--- config.mk ---
export PLATFORM = sky130hd
export DESIGN_NAME = stc_synth_ctrl
export DESIGN_NICKNAME = d
export VERILOG_FILES = /design/src/stc_pkg.sv /design/src/stc_serial_port.sv /design/src/stc_vco_cal.sv /design/src/stc_synth_ctrl.sv
export SDC_FILE = /design/constraint.sdc
export NUM_CORES = 1
export LEC_CHECK = 0
export BUFFER_PORTS_ARGS = -buffer_cell sky130_fd_sc_hd__buf_2
export CAP_MARGIN = 20
export CORE_ASPECT_RATIO = 1.4
export CORE_MARGIN = 4
export CORE_UTILIZATION = 50
export CTS_CLUSTER_SIZE = 20
export DETAILED_ROUTE_END_ITERATION = 10
export PLACE_DENSITY = 0.68
export SYNTH_ARGS = -nofsm -noshare
export SYNTH_HDL_FRONTEND = slang
export SYNTH_SLANG_ARGS = --single-unit
export TNS_END_PERCENT = 100
--- constraint.sdc ---
create_clock -name clock -period 3.35 [get_ports clock]
set_input_delay 0.67 -clock clock [delete_from_list [all_inputs] [get_ports clock]]
set_output_delay 0.67 -clock clock [all_outputs]
set_load 0.1 [all_outputs]
--- src/stc_pkg.sv ---
// shared constants for the synthesizer tuning and detector control block
package stc_pkg;
  localparam int ADDR_W = 6;
  localparam int DATA_W = 24;
  localparam int BAND_W = 8;
  localparam logic [4:0] FRAME_BITS = 5'd31;
  localparam logic [4:0] RD_LOAD_BIT = 5'd7;

  localparam logic [5:0] OFS_INT_DIV   = 6'h03;
  localparam logic [5:0] OFS_FRAC_DIV  = 6'h04;
  localparam logic [5:0] OFS_MOD_MODE  = 6'h06;
  localparam logic [5:0] OFS_REF_BUF   = 6'h08;
  localparam logic [5:0] OFS_CP_CFG    = 6'h09;
  localparam logic [5:0] OFS_CAL_CFG   = 6'h0a;
  localparam logic [5:0] OFS_PD_CTRL   = 6'h0b;
  localparam logic [5:0] OFS_VCO_BAND  = 6'h15;
  localparam logic [5:0] OFS_OUT_DIVG  = 6'h16;
  localparam logic [5:0] OFS_OUT_CTRL  = 6'h17;

  localparam int CAL_DISABLE_BIT = 11;
  localparam int FRAC_MODE_BIT   = 11;
  localparam int REF_HF_BIT      = 21;
  localparam int CP_DN_GAIN_LSB  = 0;
  localparam int CP_UP_GAIN_LSB  = 7;
  localparam int CP_OFS_LSB      = 14;
  localparam int CP_GAIN_W       = 7;
  localparam int CP_OFS_UP_BIT   = 21;
  localparam int CP_OFS_DN_BIT   = 22;
  localparam int PD_UP_EN_BIT    = 5;
  localparam int PD_DN_EN_BIT    = 6;
  localparam int DETECTOR_FORCE_UP_BIT = 9;
  localparam int DETECTOR_FORCE_DOWN_BIT = 10;
  localparam int AUTO_MUTE_BIT   = 7;
  localparam int OUT_DIV_LSB     = 0;
  localparam int OUT_DIV_W       = 6;
  localparam int OUT_GAIN_LSB    = 6;
  localparam int OUT_GAIN_W      = 5;
  localparam int BAND_LSB        = 1;
  localparam int MEAS_N_LSB      = 0;
  localparam int MEAS_N_W        = 3;

  localparam logic [23:0] RST_ZERO    = 24'h000000;
  localparam logic [23:0] RST_PD_CTRL = 24'h000060;
  localparam logic [23:0] RST_OUT_DIV = 24'h000001;
  localparam logic [15:0] CAL_BASE_CYCLES = 16'h0010;

  typedef enum logic [1:0] {
    CAL_IDLE = 2'b00,
    CAL_MEAS = 2'b01,
    CAL_DONE = 2'b11
  } stc_cal_state_type;
endpackage

--- src/stc_serial_port.sv ---
// main serial port: 31-bit frames, write committed at frame end
`timescale 1ns/100ps
module stc_serial_port
  import stc_pkg::*;
(
  input  wire logic              clock,
  input  wire logic              rstn,
  input  wire logic              sen,
  input  wire logic              sck,
  input  wire logic              sdi,
  input  wire logic [DATA_W-1:0] rd_data,
  output logic [ADDR_W-1:0]      rd_addr,
  output logic                   sdo,
  output logic                   wr_stb,
  output logic [ADDR_W-1:0]      wr_addr,
  output logic [DATA_W-1:0]      wr_data
);
  logic        sck_q;
  logic        sen_q;
  logic [30:0] shift_q;
  logic [4:0]  cnt_q;
  logic [23:0] rd_sh_q;
  wire         sck_rise = sen & sck & ~sck_q;
  wire         sck_fall = sen & ~sck & sck_q;
  wire         frame_end = sen_q & ~sen;
  wire         full_frame = (cnt_q == FRAME_BITS) & ~shift_q[30];
  wire         rd_load = sck_fall & (cnt_q == RD_LOAD_BIT) & shift_q[6];

  assign rd_addr = shift_q[5:0];
  assign sdo     = rd_sh_q[23];

  always_ff @(posedge clock) begin
    if (!rstn) begin
      sck_q <= 1'b0;
      sen_q <= 1'b0;
    end else begin
      sck_q <= sck;
      sen_q <= sen;
    end
  end

  always_ff @(posedge clock) begin
    if (!rstn || !sen) begin
      cnt_q   <= 5'd0;
      shift_q <= 31'd0;
    end else if (sck_rise && cnt_q != FRAME_BITS) begin
      cnt_q   <= cnt_q + 5'd1;
      shift_q <= {shift_q[29:0], sdi};
    end
  end

  always_ff @(posedge clock) begin
    if (!rstn) begin
      rd_sh_q <= 24'h000000;
    end else if (rd_load) begin
      rd_sh_q <= rd_data;
    end else if (sck_fall) begin
      rd_sh_q <= {rd_sh_q[22:0], 1'b0};
    end
  end

  always_ff @(posedge clock) begin
    if (!rstn) begin
      wr_stb  <= 1'b0;
      wr_addr <= 6'h00;
      wr_data <= 24'h000000;
    end else begin
      wr_stb <= frame_end & full_frame;
      if (frame_end) begin
        wr_addr <= shift_q[29:24];
        wr_data <= shift_q[23:0];
      end
    end
  end
endmodule

--- src/stc_vco_cal.sv ---
// vco band calibration sequencer, restartable on each new request
`timescale 1ns/100ps
module stc_vco_cal
  import stc_pkg::*;
#(
  parameter logic [15:0] BASE_CYCLES = CAL_BASE_CYCLES
) (
  input  wire logic                clock,
  input  wire logic                rstn,
  input  wire logic                start,
  input  wire logic [MEAS_N_W-1:0] meas_n,
  input  wire logic [BAND_W-1:0]   band_found,
  output logic                     busy,
  output logic                     done,
  output logic [BAND_W-1:0]        band_out
);
  stc_cal_state_type state_q;
  logic [15:0]       cnt_q;
  wire  [15:0]       meas_len = BASE_CYCLES << meas_n;
  wire               meas_end = (cnt_q == meas_len - 16'd1);

  assign busy = (state_q == CAL_MEAS);
  assign done = (state_q == CAL_DONE);

  always_ff @(posedge clock) begin
    if (!rstn) begin
      state_q  <= CAL_IDLE;
      cnt_q    <= 16'h0000;
      band_out <= 8'h00;
    end else if (start) begin
      state_q <= CAL_MEAS;
      cnt_q   <= 16'h0000;
    end else begin
      unique case (state_q)
        CAL_IDLE: state_q <= CAL_IDLE;
        CAL_MEAS: begin
          cnt_q <= cnt_q + 16'd1;
          if (meas_end) begin
            state_q  <= CAL_DONE;
            band_out <= band_found;
          end
        end
        CAL_DONE: state_q <= CAL_IDLE;
        default:  state_q <= CAL_IDLE;
      endcase
    end
  end
endmodule

--- src/stc_synth_ctrl.sv ---
// synthesizer tuning, output mute and phase detector control top
// Functional notes
// - fractional write calibrates first, then loads modulator
// - calibration off: fractional loads at once
// - integer mode: integer write calibrates then prescales
// - output divider zero mutes output while it stays zero
// - auto mute during calibration when enabled
// - output gain from divider register bits 10:6
// - charge pump up, down gain and offset fields
// - offset direction bits enable up, down offset
// - up enable clear masks detector up output
// - down mask; both masked tri-states pump
// - force bits drive pump continuously up/down
// - reference buffer mode from bit 21
// - calibrated band readable in band register 8:1
`timescale 1ns/100ps
module stc_synth_ctrl
  import stc_pkg::*;
#(
  parameter logic [15:0] CAL_BASE = CAL_BASE_CYCLES
) (
  input  wire logic              clock,
  input  wire logic              rstn,
  input  wire logic              sen,
  input  wire logic              sck,
  input  wire logic              sdi,
  output logic                   sdo,
  input  wire logic              pd_up_raw,
  input  wire logic              pd_dn_raw,
  input  wire logic [BAND_W-1:0] band_found,
  output logic [DATA_W-1:0]      prescaler_int,
  output logic [DATA_W-1:0]      modulator_frac,
  output logic [BAND_W-1:0]      vco_band,
  output logic                   cal_busy,
  output logic                   output_mute,
  output logic [OUT_DIV_W-1:0]   out_div,
  output logic [OUT_GAIN_W-1:0]  out_gain,
  output logic [CP_GAIN_W-1:0]   cp_up_gain,
  output logic [CP_GAIN_W-1:0]   cp_dn_gain,
  output logic [CP_GAIN_W-1:0]   cp_offset,
  output logic                   cp_offset_up_en,
  output logic                   cp_offset_dn_en,
  output logic                   pd_up_out,
  output logic                   pd_dn_out,
  output logic                   cp_tristate,
  output logic                   ref_buf_high_freq
);
  logic [DATA_W-1:0] int_q;
  logic [DATA_W-1:0] frac_q;
  logic [DATA_W-1:0] mode_q;
  logic [DATA_W-1:0] ref_q;
  logic [DATA_W-1:0] cp_q;
  logic [DATA_W-1:0] calcfg_q;
  logic [DATA_W-1:0] pd_q;
  logic [DATA_W-1:0] band_reg_q;
  logic [DATA_W-1:0] divg_q;
  logic [DATA_W-1:0] outc_q;
  logic [DATA_W-1:0] presc_q;
  logic [DATA_W-1:0] dsm_q;
  logic [BAND_W-1:0] vco_band_q;
  logic              pend_frac_q;
  logic              pend_int_q;
  logic              mute_q;
  logic              pd_up_q;
  logic              pd_dn_q;
  logic              tri_q;

  logic              wr_stb;
  logic [ADDR_W-1:0] wr_addr;
  logic [DATA_W-1:0] wr_data;
  logic [ADDR_W-1:0] rd_addr;
  logic [DATA_W-1:0] rd_data;
  logic              cal_done;
  logic [BAND_W-1:0] cal_band;

  stc_serial_port u_port (
    .clock   (clock),
    .rstn    (rstn),
    .sen     (sen),
    .sck     (sck),
    .sdi     (sdi),
    .rd_data (rd_data),
    .rd_addr (rd_addr),
    .sdo     (sdo),
    .wr_stb  (wr_stb),
    .wr_addr (wr_addr),
    .wr_data (wr_data)
  );

  // write decode
  wire wr_int   = wr_stb & (wr_addr == OFS_INT_DIV);
  wire wr_frac  = wr_stb & (wr_addr == OFS_FRAC_DIV);
  wire wr_band  = wr_stb & (wr_addr == OFS_VCO_BAND);
  wire cal_en   = ~calcfg_q[CAL_DISABLE_BIT];
  wire frac_md  = mode_q[FRAC_MODE_BIT];
  wire int_go   = wr_int & ~frac_md;
  wire cal_start = cal_en & (wr_frac | int_go);
  wire up_en    = pd_q[PD_UP_EN_BIT];
  wire dn_en    = pd_q[PD_DN_EN_BIT];
  wire force_up = pd_q[DETECTOR_FORCE_UP_BIT];
  wire force_dn = pd_q[DETECTOR_FORCE_DOWN_BIT];
  wire auto_mute = outc_q[AUTO_MUTE_BIT];
  wire div_zero = (divg_q[OUT_DIV_LSB +: OUT_DIV_W] == 6'h00);

  stc_vco_cal #(
    .BASE_CYCLES (CAL_BASE)
  ) u_cal (
    .clock      (clock),
    .rstn       (rstn),
    .start      (cal_start),
    .meas_n     (calcfg_q[MEAS_N_LSB +: MEAS_N_W]),
    .band_found (band_found),
    .busy       (cal_busy),
    .done       (cal_done),
    .band_out   (cal_band)
  );

  // read mux
  wire [DATA_W-1:0] band_rd = {band_reg_q[23:9], vco_band_q, band_reg_q[0]};
  assign rd_data = (rd_addr == OFS_INT_DIV)  ? int_q :
                   (rd_addr == OFS_FRAC_DIV) ? frac_q :
                   (rd_addr == OFS_MOD_MODE) ? mode_q :
                   (rd_addr == OFS_REF_BUF)  ? ref_q :
                   (rd_addr == OFS_CP_CFG)   ? cp_q :
                   (rd_addr == OFS_CAL_CFG)  ? calcfg_q :
                   (rd_addr == OFS_PD_CTRL)  ? pd_q :
                   (rd_addr == OFS_VCO_BAND) ? band_rd :
                   (rd_addr == OFS_OUT_DIVG) ? divg_q :
                   (rd_addr == OFS_OUT_CTRL) ? outc_q : 24'h000000;

  // register file
  always_ff @(posedge clock) begin
    if (!rstn) begin
      int_q      <= RST_ZERO;
      frac_q     <= RST_ZERO;
      mode_q     <= RST_ZERO;
      ref_q      <= RST_ZERO;
      cp_q       <= RST_ZERO;
      calcfg_q   <= RST_ZERO;
      pd_q       <= RST_PD_CTRL;
      band_reg_q <= RST_ZERO;
      divg_q     <= RST_OUT_DIV;
      outc_q     <= RST_ZERO;
    end else if (wr_stb) begin
      unique case (wr_addr)
        OFS_INT_DIV:  int_q      <= wr_data;
        OFS_FRAC_DIV: frac_q     <= wr_data;
        OFS_MOD_MODE: mode_q     <= wr_data;
        OFS_REF_BUF:  ref_q      <= wr_data;
        OFS_CP_CFG:   cp_q       <= wr_data;
        OFS_CAL_CFG:  calcfg_q   <= wr_data;
        OFS_PD_CTRL:  pd_q       <= wr_data;
        OFS_VCO_BAND: band_reg_q <= wr_data;
        OFS_OUT_DIVG: divg_q     <= wr_data;
        OFS_OUT_CTRL: outc_q     <= wr_data;
        default:      int_q      <= int_q;
      endcase
    end
  end

  // divider loads, direct or after calibration
  always_ff @(posedge clock) begin
    if (!rstn) begin
      presc_q     <= RST_ZERO;
      dsm_q       <= RST_ZERO;
      pend_frac_q <= 1'b0;
      pend_int_q  <= 1'b0;
    end else if (cal_start) begin
      pend_frac_q <= wr_frac;
      pend_int_q  <= int_go;
    end else if (wr_frac) begin
      dsm_q   <= wr_data;
      presc_q <= int_q;
    end else if (int_go && !cal_en) begin
      presc_q <= wr_data;
    end else if (cal_done) begin
      if (pend_frac_q) begin
        dsm_q <= frac_q;
      end
      if (pend_frac_q || pend_int_q) begin
        presc_q <= int_q;
      end
      pend_frac_q <= 1'b0;
      pend_int_q  <= 1'b0;
    end
  end

  // band: manual write when calibration off, else calibration result
  always_ff @(posedge clock) begin
    if (!rstn) begin
      vco_band_q <= 8'h00;
    end else if (cal_done) begin
      vco_band_q <= cal_band;
    end else if (wr_band && !cal_en) begin
      vco_band_q <= wr_data[BAND_LSB +: BAND_W];
    end
  end

  // mute and detector outputs
  always_ff @(posedge clock) begin
    if (!rstn) begin
      mute_q  <= 1'b1;
      pd_up_q <= 1'b0;
      pd_dn_q <= 1'b0;
      tri_q   <= 1'b0;
    end else begin
      mute_q  <= div_zero | (auto_mute & cal_busy);
      pd_up_q <= (pd_up_raw & up_en) | force_up;
      pd_dn_q <= (pd_dn_raw & dn_en) | force_dn;
      tri_q   <= ~up_en & ~dn_en & ~force_up & ~force_dn;
    end
  end

  assign prescaler_int     = presc_q;
  assign modulator_frac    = dsm_q;
  assign vco_band          = vco_band_q;
  assign output_mute       = mute_q;
  assign out_div           = divg_q[OUT_DIV_LSB +: OUT_DIV_W];
  assign out_gain          = divg_q[OUT_GAIN_LSB +: OUT_GAIN_W];
  assign cp_up_gain        = cp_q[CP_UP_GAIN_LSB +: CP_GAIN_W];
  assign cp_dn_gain        = cp_q[CP_DN_GAIN_LSB +: CP_GAIN_W];
  assign cp_offset         = cp_q[CP_OFS_LSB +: CP_GAIN_W];
  assign cp_offset_up_en   = cp_q[CP_OFS_UP_BIT];
  assign cp_offset_dn_en   = cp_q[CP_OFS_DN_BIT];
  assign pd_up_out         = pd_up_q;
  assign pd_dn_out         = pd_dn_q;
  assign cp_tristate       = tri_q;
  assign ref_buf_high_freq = ref_q[REF_HF_BIT];
endmodule

==> qor.csv <==
metric,value,unit
largest register by flop count,u_port.shift_q,
aggregate negative setup slack,0,ps
buffers inserted by post-CTS timing repair,0,
result of the run,"complete, no violations",
first-pass iteration count of the detailed router,7,
Die Wd,170,um
global router's overall resource usage,0.271,
worst-case reg-to-reg path depth,5,
number of buffer and inverter instances along the worst setup path,2,
termination of the worst setup path,cal_busy,
slew at the pin closest to its max-slew limit,1060,ps
fraction of layout instances using a drive strength above 1,0.126,
final clock period utilization by the worst path,0.841,
# Max-Cap Violations,0,
Max H-tree Level,2,
Pins Over Slew Limit,0,
total of buffers placed on input and output ports,111,
maximum number of pins on one net before global-route repair,113,
clock-pin transition on the worst setup and hold timing paths,60,ps
worst-path maximum fanout,12,
Post-synth EDFFs,0,
gate family responsible for the most delay along the worst path,buffers and inverters,
ordered list of cells on the worst path,nor2b_1 -> buf_4 -> buf_2,
Worst Clk Skew,20.6,ps
Fin Hold WS,367,ps
"count of placed standard cells in the final layout, fillers left out",2591,
R2R Setup Slk,710,ps
Critical R2R Capture,u_port.rd_sh_q[3],
max incr delay on CP,550,ps
sum of overflow across all layers after global routing,0,
register area,8270,um2
Avg Vias per Cell,5.80,
Worst IR Drop VDD,0.000471,V
core area,36600,um2
clock period minus worst slack,2820,ps
die height,235,um
Max Buffers Root-to-Sink,3,
Relative slew margins,0.291,
Synth Area per Inst,8.77,um2
final RePlAce weighted congestion,0.955,
HPWL reported at the end of detailed placement,37200,um
multi-input logic area,9220,um2
critical path launch point type,register,
number of vias after detailed routing,15015,
cells after synthesis,2103,
nets in the synthesized netlist,2121,
post-synthesis register bit count,413,
"Area growth, synth to finish",10.9,%
die outline area,40100,um2
hold_buf cts,0,
TritonCTS buffer count,41,
count of distinct cell types in the synthesized netlist,66,
maximum operating frequency,355,MHz
ratio of total power to cell area,480,nW/um2
Ant. Diodes,0,
max reg flops,31,
path type of the worst min-delay path,primary input to register,
Critical Path Stages,3,
area post-placement,19100,um2
setup repair after global routing missed its margin,no,
per-cell routed wire length,21.5,um
"number of placed instances, taps included",2516,
number of core rows,83,
"Power, Total",9.81,mW
share of flip-flops with an asynchronous set or reset,0,
clock tree from TritonCTS,done,
"Gates resized, CTS repair",0,
Synth Flop Type,dfxtp_1,
number of antenna violations at the first check in global routing,1,
clk root buf,clkbuf_16,
DRC violation count after routing,0,
static leakage,7.95,nW
Clock Sink Count,413,
Total Wirelength,55800,um
Worst Setup Path Type,register to primary output,
r2r startpoint,u_port.shift_q[4],
sequential-to-total area share from yosys stat,0.448,
final hold vios,0,
CP Capture Type,primary output,
filler instances,3362,
final-stage net count,2110,
CP max-delay cell,dfxtp_1,
wire length of the first global-routing pass,85600,um
number of setup violations in the final report,0,
# IOs,112,
netlist area before placement,18400,um2
number of warnings reported in the yosys synthesis log,0,
Initial Util,0.504,
remaining antenna violation count,0,
start point of the critical path,u_cal.state_q[0],
final design instance area without fill,20400,um2
data arrival time at the worst-slack endpoint,2150,ps
number of DRC violations after detailed-routing iteration 0,1195,
clock network latency to the later pin of the worst-skew pair,550,ps
required time at the endpoint of the critical path,2680,ps
number of global-route vias before repair,14379,
[area by class of cell]
class / count / share of cell area
Sequential cell: 413 / 0.404
Tap cell: 467 / 0.0286
Timing Repair Buffer: 160 / 0.0474
Clock inverter: 12 / 0.00557
Inverter: 10 / 0.00184
Multi-Input combinational cell: 1466 / 0.451
Clock buffer: 63 / 0.0612
[cells in the mapped netlist (all sizes together) (3+ instances only)]
cell type,instances,area share
o22ai,22,0.0075
clkbuf,150,0.031
and2,18,0.0061
a221oi,13,0.0062
o211a,56,0.030
o211ai,8,0.0033
o2bb2ai,3,0.0014
nand4,10,0.0034
nor3b,4,0.0016
a21boi,129,0.053
nor4,7,0.0034
nand3,30,0.0081
and3,10,0.0034
o21a,10,0.0041
or4b,3,0.0018
a31oi,5,0.0017
nand2b,8,0.0027
nor3,16,0.0050
a211oi,6,0.0024
mux2,23,0.014
xnor2,6,0.0029
or3,12,0.0041
nand3b,3,0.0012
or2,3,0.0010
buf,64,0.022
dfxtp,413,0.45
nor2b,145,0.049
mux2i,190,0.10
o21ai,64,0.017
xor2,13,0.0062
nand2,440,0.090
a21oi,87,0.024
nor2,68,0.014
ha,3,0.0020
a22oi,22,0.0090
a41oi,3,0.0014
inv,10,0.0020
[placed cells by master, fill, tap and decap left out, types with 5 or more instances in the layout]
cell type	n
mux2_2	23
o21ai_0	55
nor3_1	13
clkbuf_1	10
a31oi_1	5
buf_4	46
a22oi_1	22
or3_1	12
xor2_1	13
o21ai_1	9
a211oi_1	6
o211ai_1	8
xnor2_1	6
nand3_1	30
nor2_1	65
o211a_1	56
a21boi_0	107
nor2b_1	143
mux2i_1	189
inv_1	10
and3_1	10
nand2_1	440
o22ai_1	22
o21a_1	10
clkbuf_8	11
dfxtp_1	411
clkbuf_16	43
nand4_1	10
clkinv_2	9
and2_1	17
a21boi_1	22
a221oi_1	13
a21oi_1	87
nand2b_1	8
buf_2	110
[cell families (layout without fill, tap and decap cells)]
| family | Yosys count | after routing | share of synthesized area |
|---|---|---|---|
| simple gates | 785 | 785 | 0.199 |
| compound gates | 445 | 445 | 0.169 |
| flops | 413 | 413 | 0.448 |
| buf+inv | 224 | 245 | 0.0541 |
| mux | 214 | 214 | 0.118 |
| xor+xnor | 19 | 19 | 0.00903 |
| fa+ha+maj | 3 | 3 | 0.00204 |
[routing by layer]
layer  track usage  routed length (um)  up-vias
met2         0.430               25600      510
li1              -                   -     7160
met3        0.0398                3430      118
met4         0.129                2970        0
met1         0.362               23800     7227
met5             0                   0        -
[how the worst min path moves through the flow]
| stage | startpoint | endpoint | cells past startpoint |
|---|---|---|---|
| 2_1_floorplan | u_port.shift_q[30] | u_port.wr_stb | 1 |
| 3_3_place_gp | u_port.shift_q[30] | u_port.wr_stb | 1 |
| 3_5_place_dp | u_port.shift_q[30] | u_port.wr_stb | 1 |
| 4_1_cts | band_found[0] | u_cal.band_out[0] | 3 |
| 5_1_grt | band_found[0] | u_cal.band_out[0] | 3 |
| 6_report | band_found[0] | u_cal.band_out[0] | 3 |
[worst min-delay path, cell delays in order]
cell and delay, ps:
buf_2 90, nand2_1 50, mux2i_1 50
[where the power goes]
part / switching (mW) / total, mW / internal (mW)
logic: 0.141 / 0.221 / 0.0799
clock network: 1.93 / 4.66 / 2.73
registers: 0.00971 / 4.93 / 4.92
[through the flow]
stage	util	worst slack, ps
finish	0.559	532
global route	0.559	440
CTS	0.559	518
detailed placement	0.522	733
global placement	0.522	774
floorplan	-	878
No activity file was read; power rests on OpenSTA's default activity.
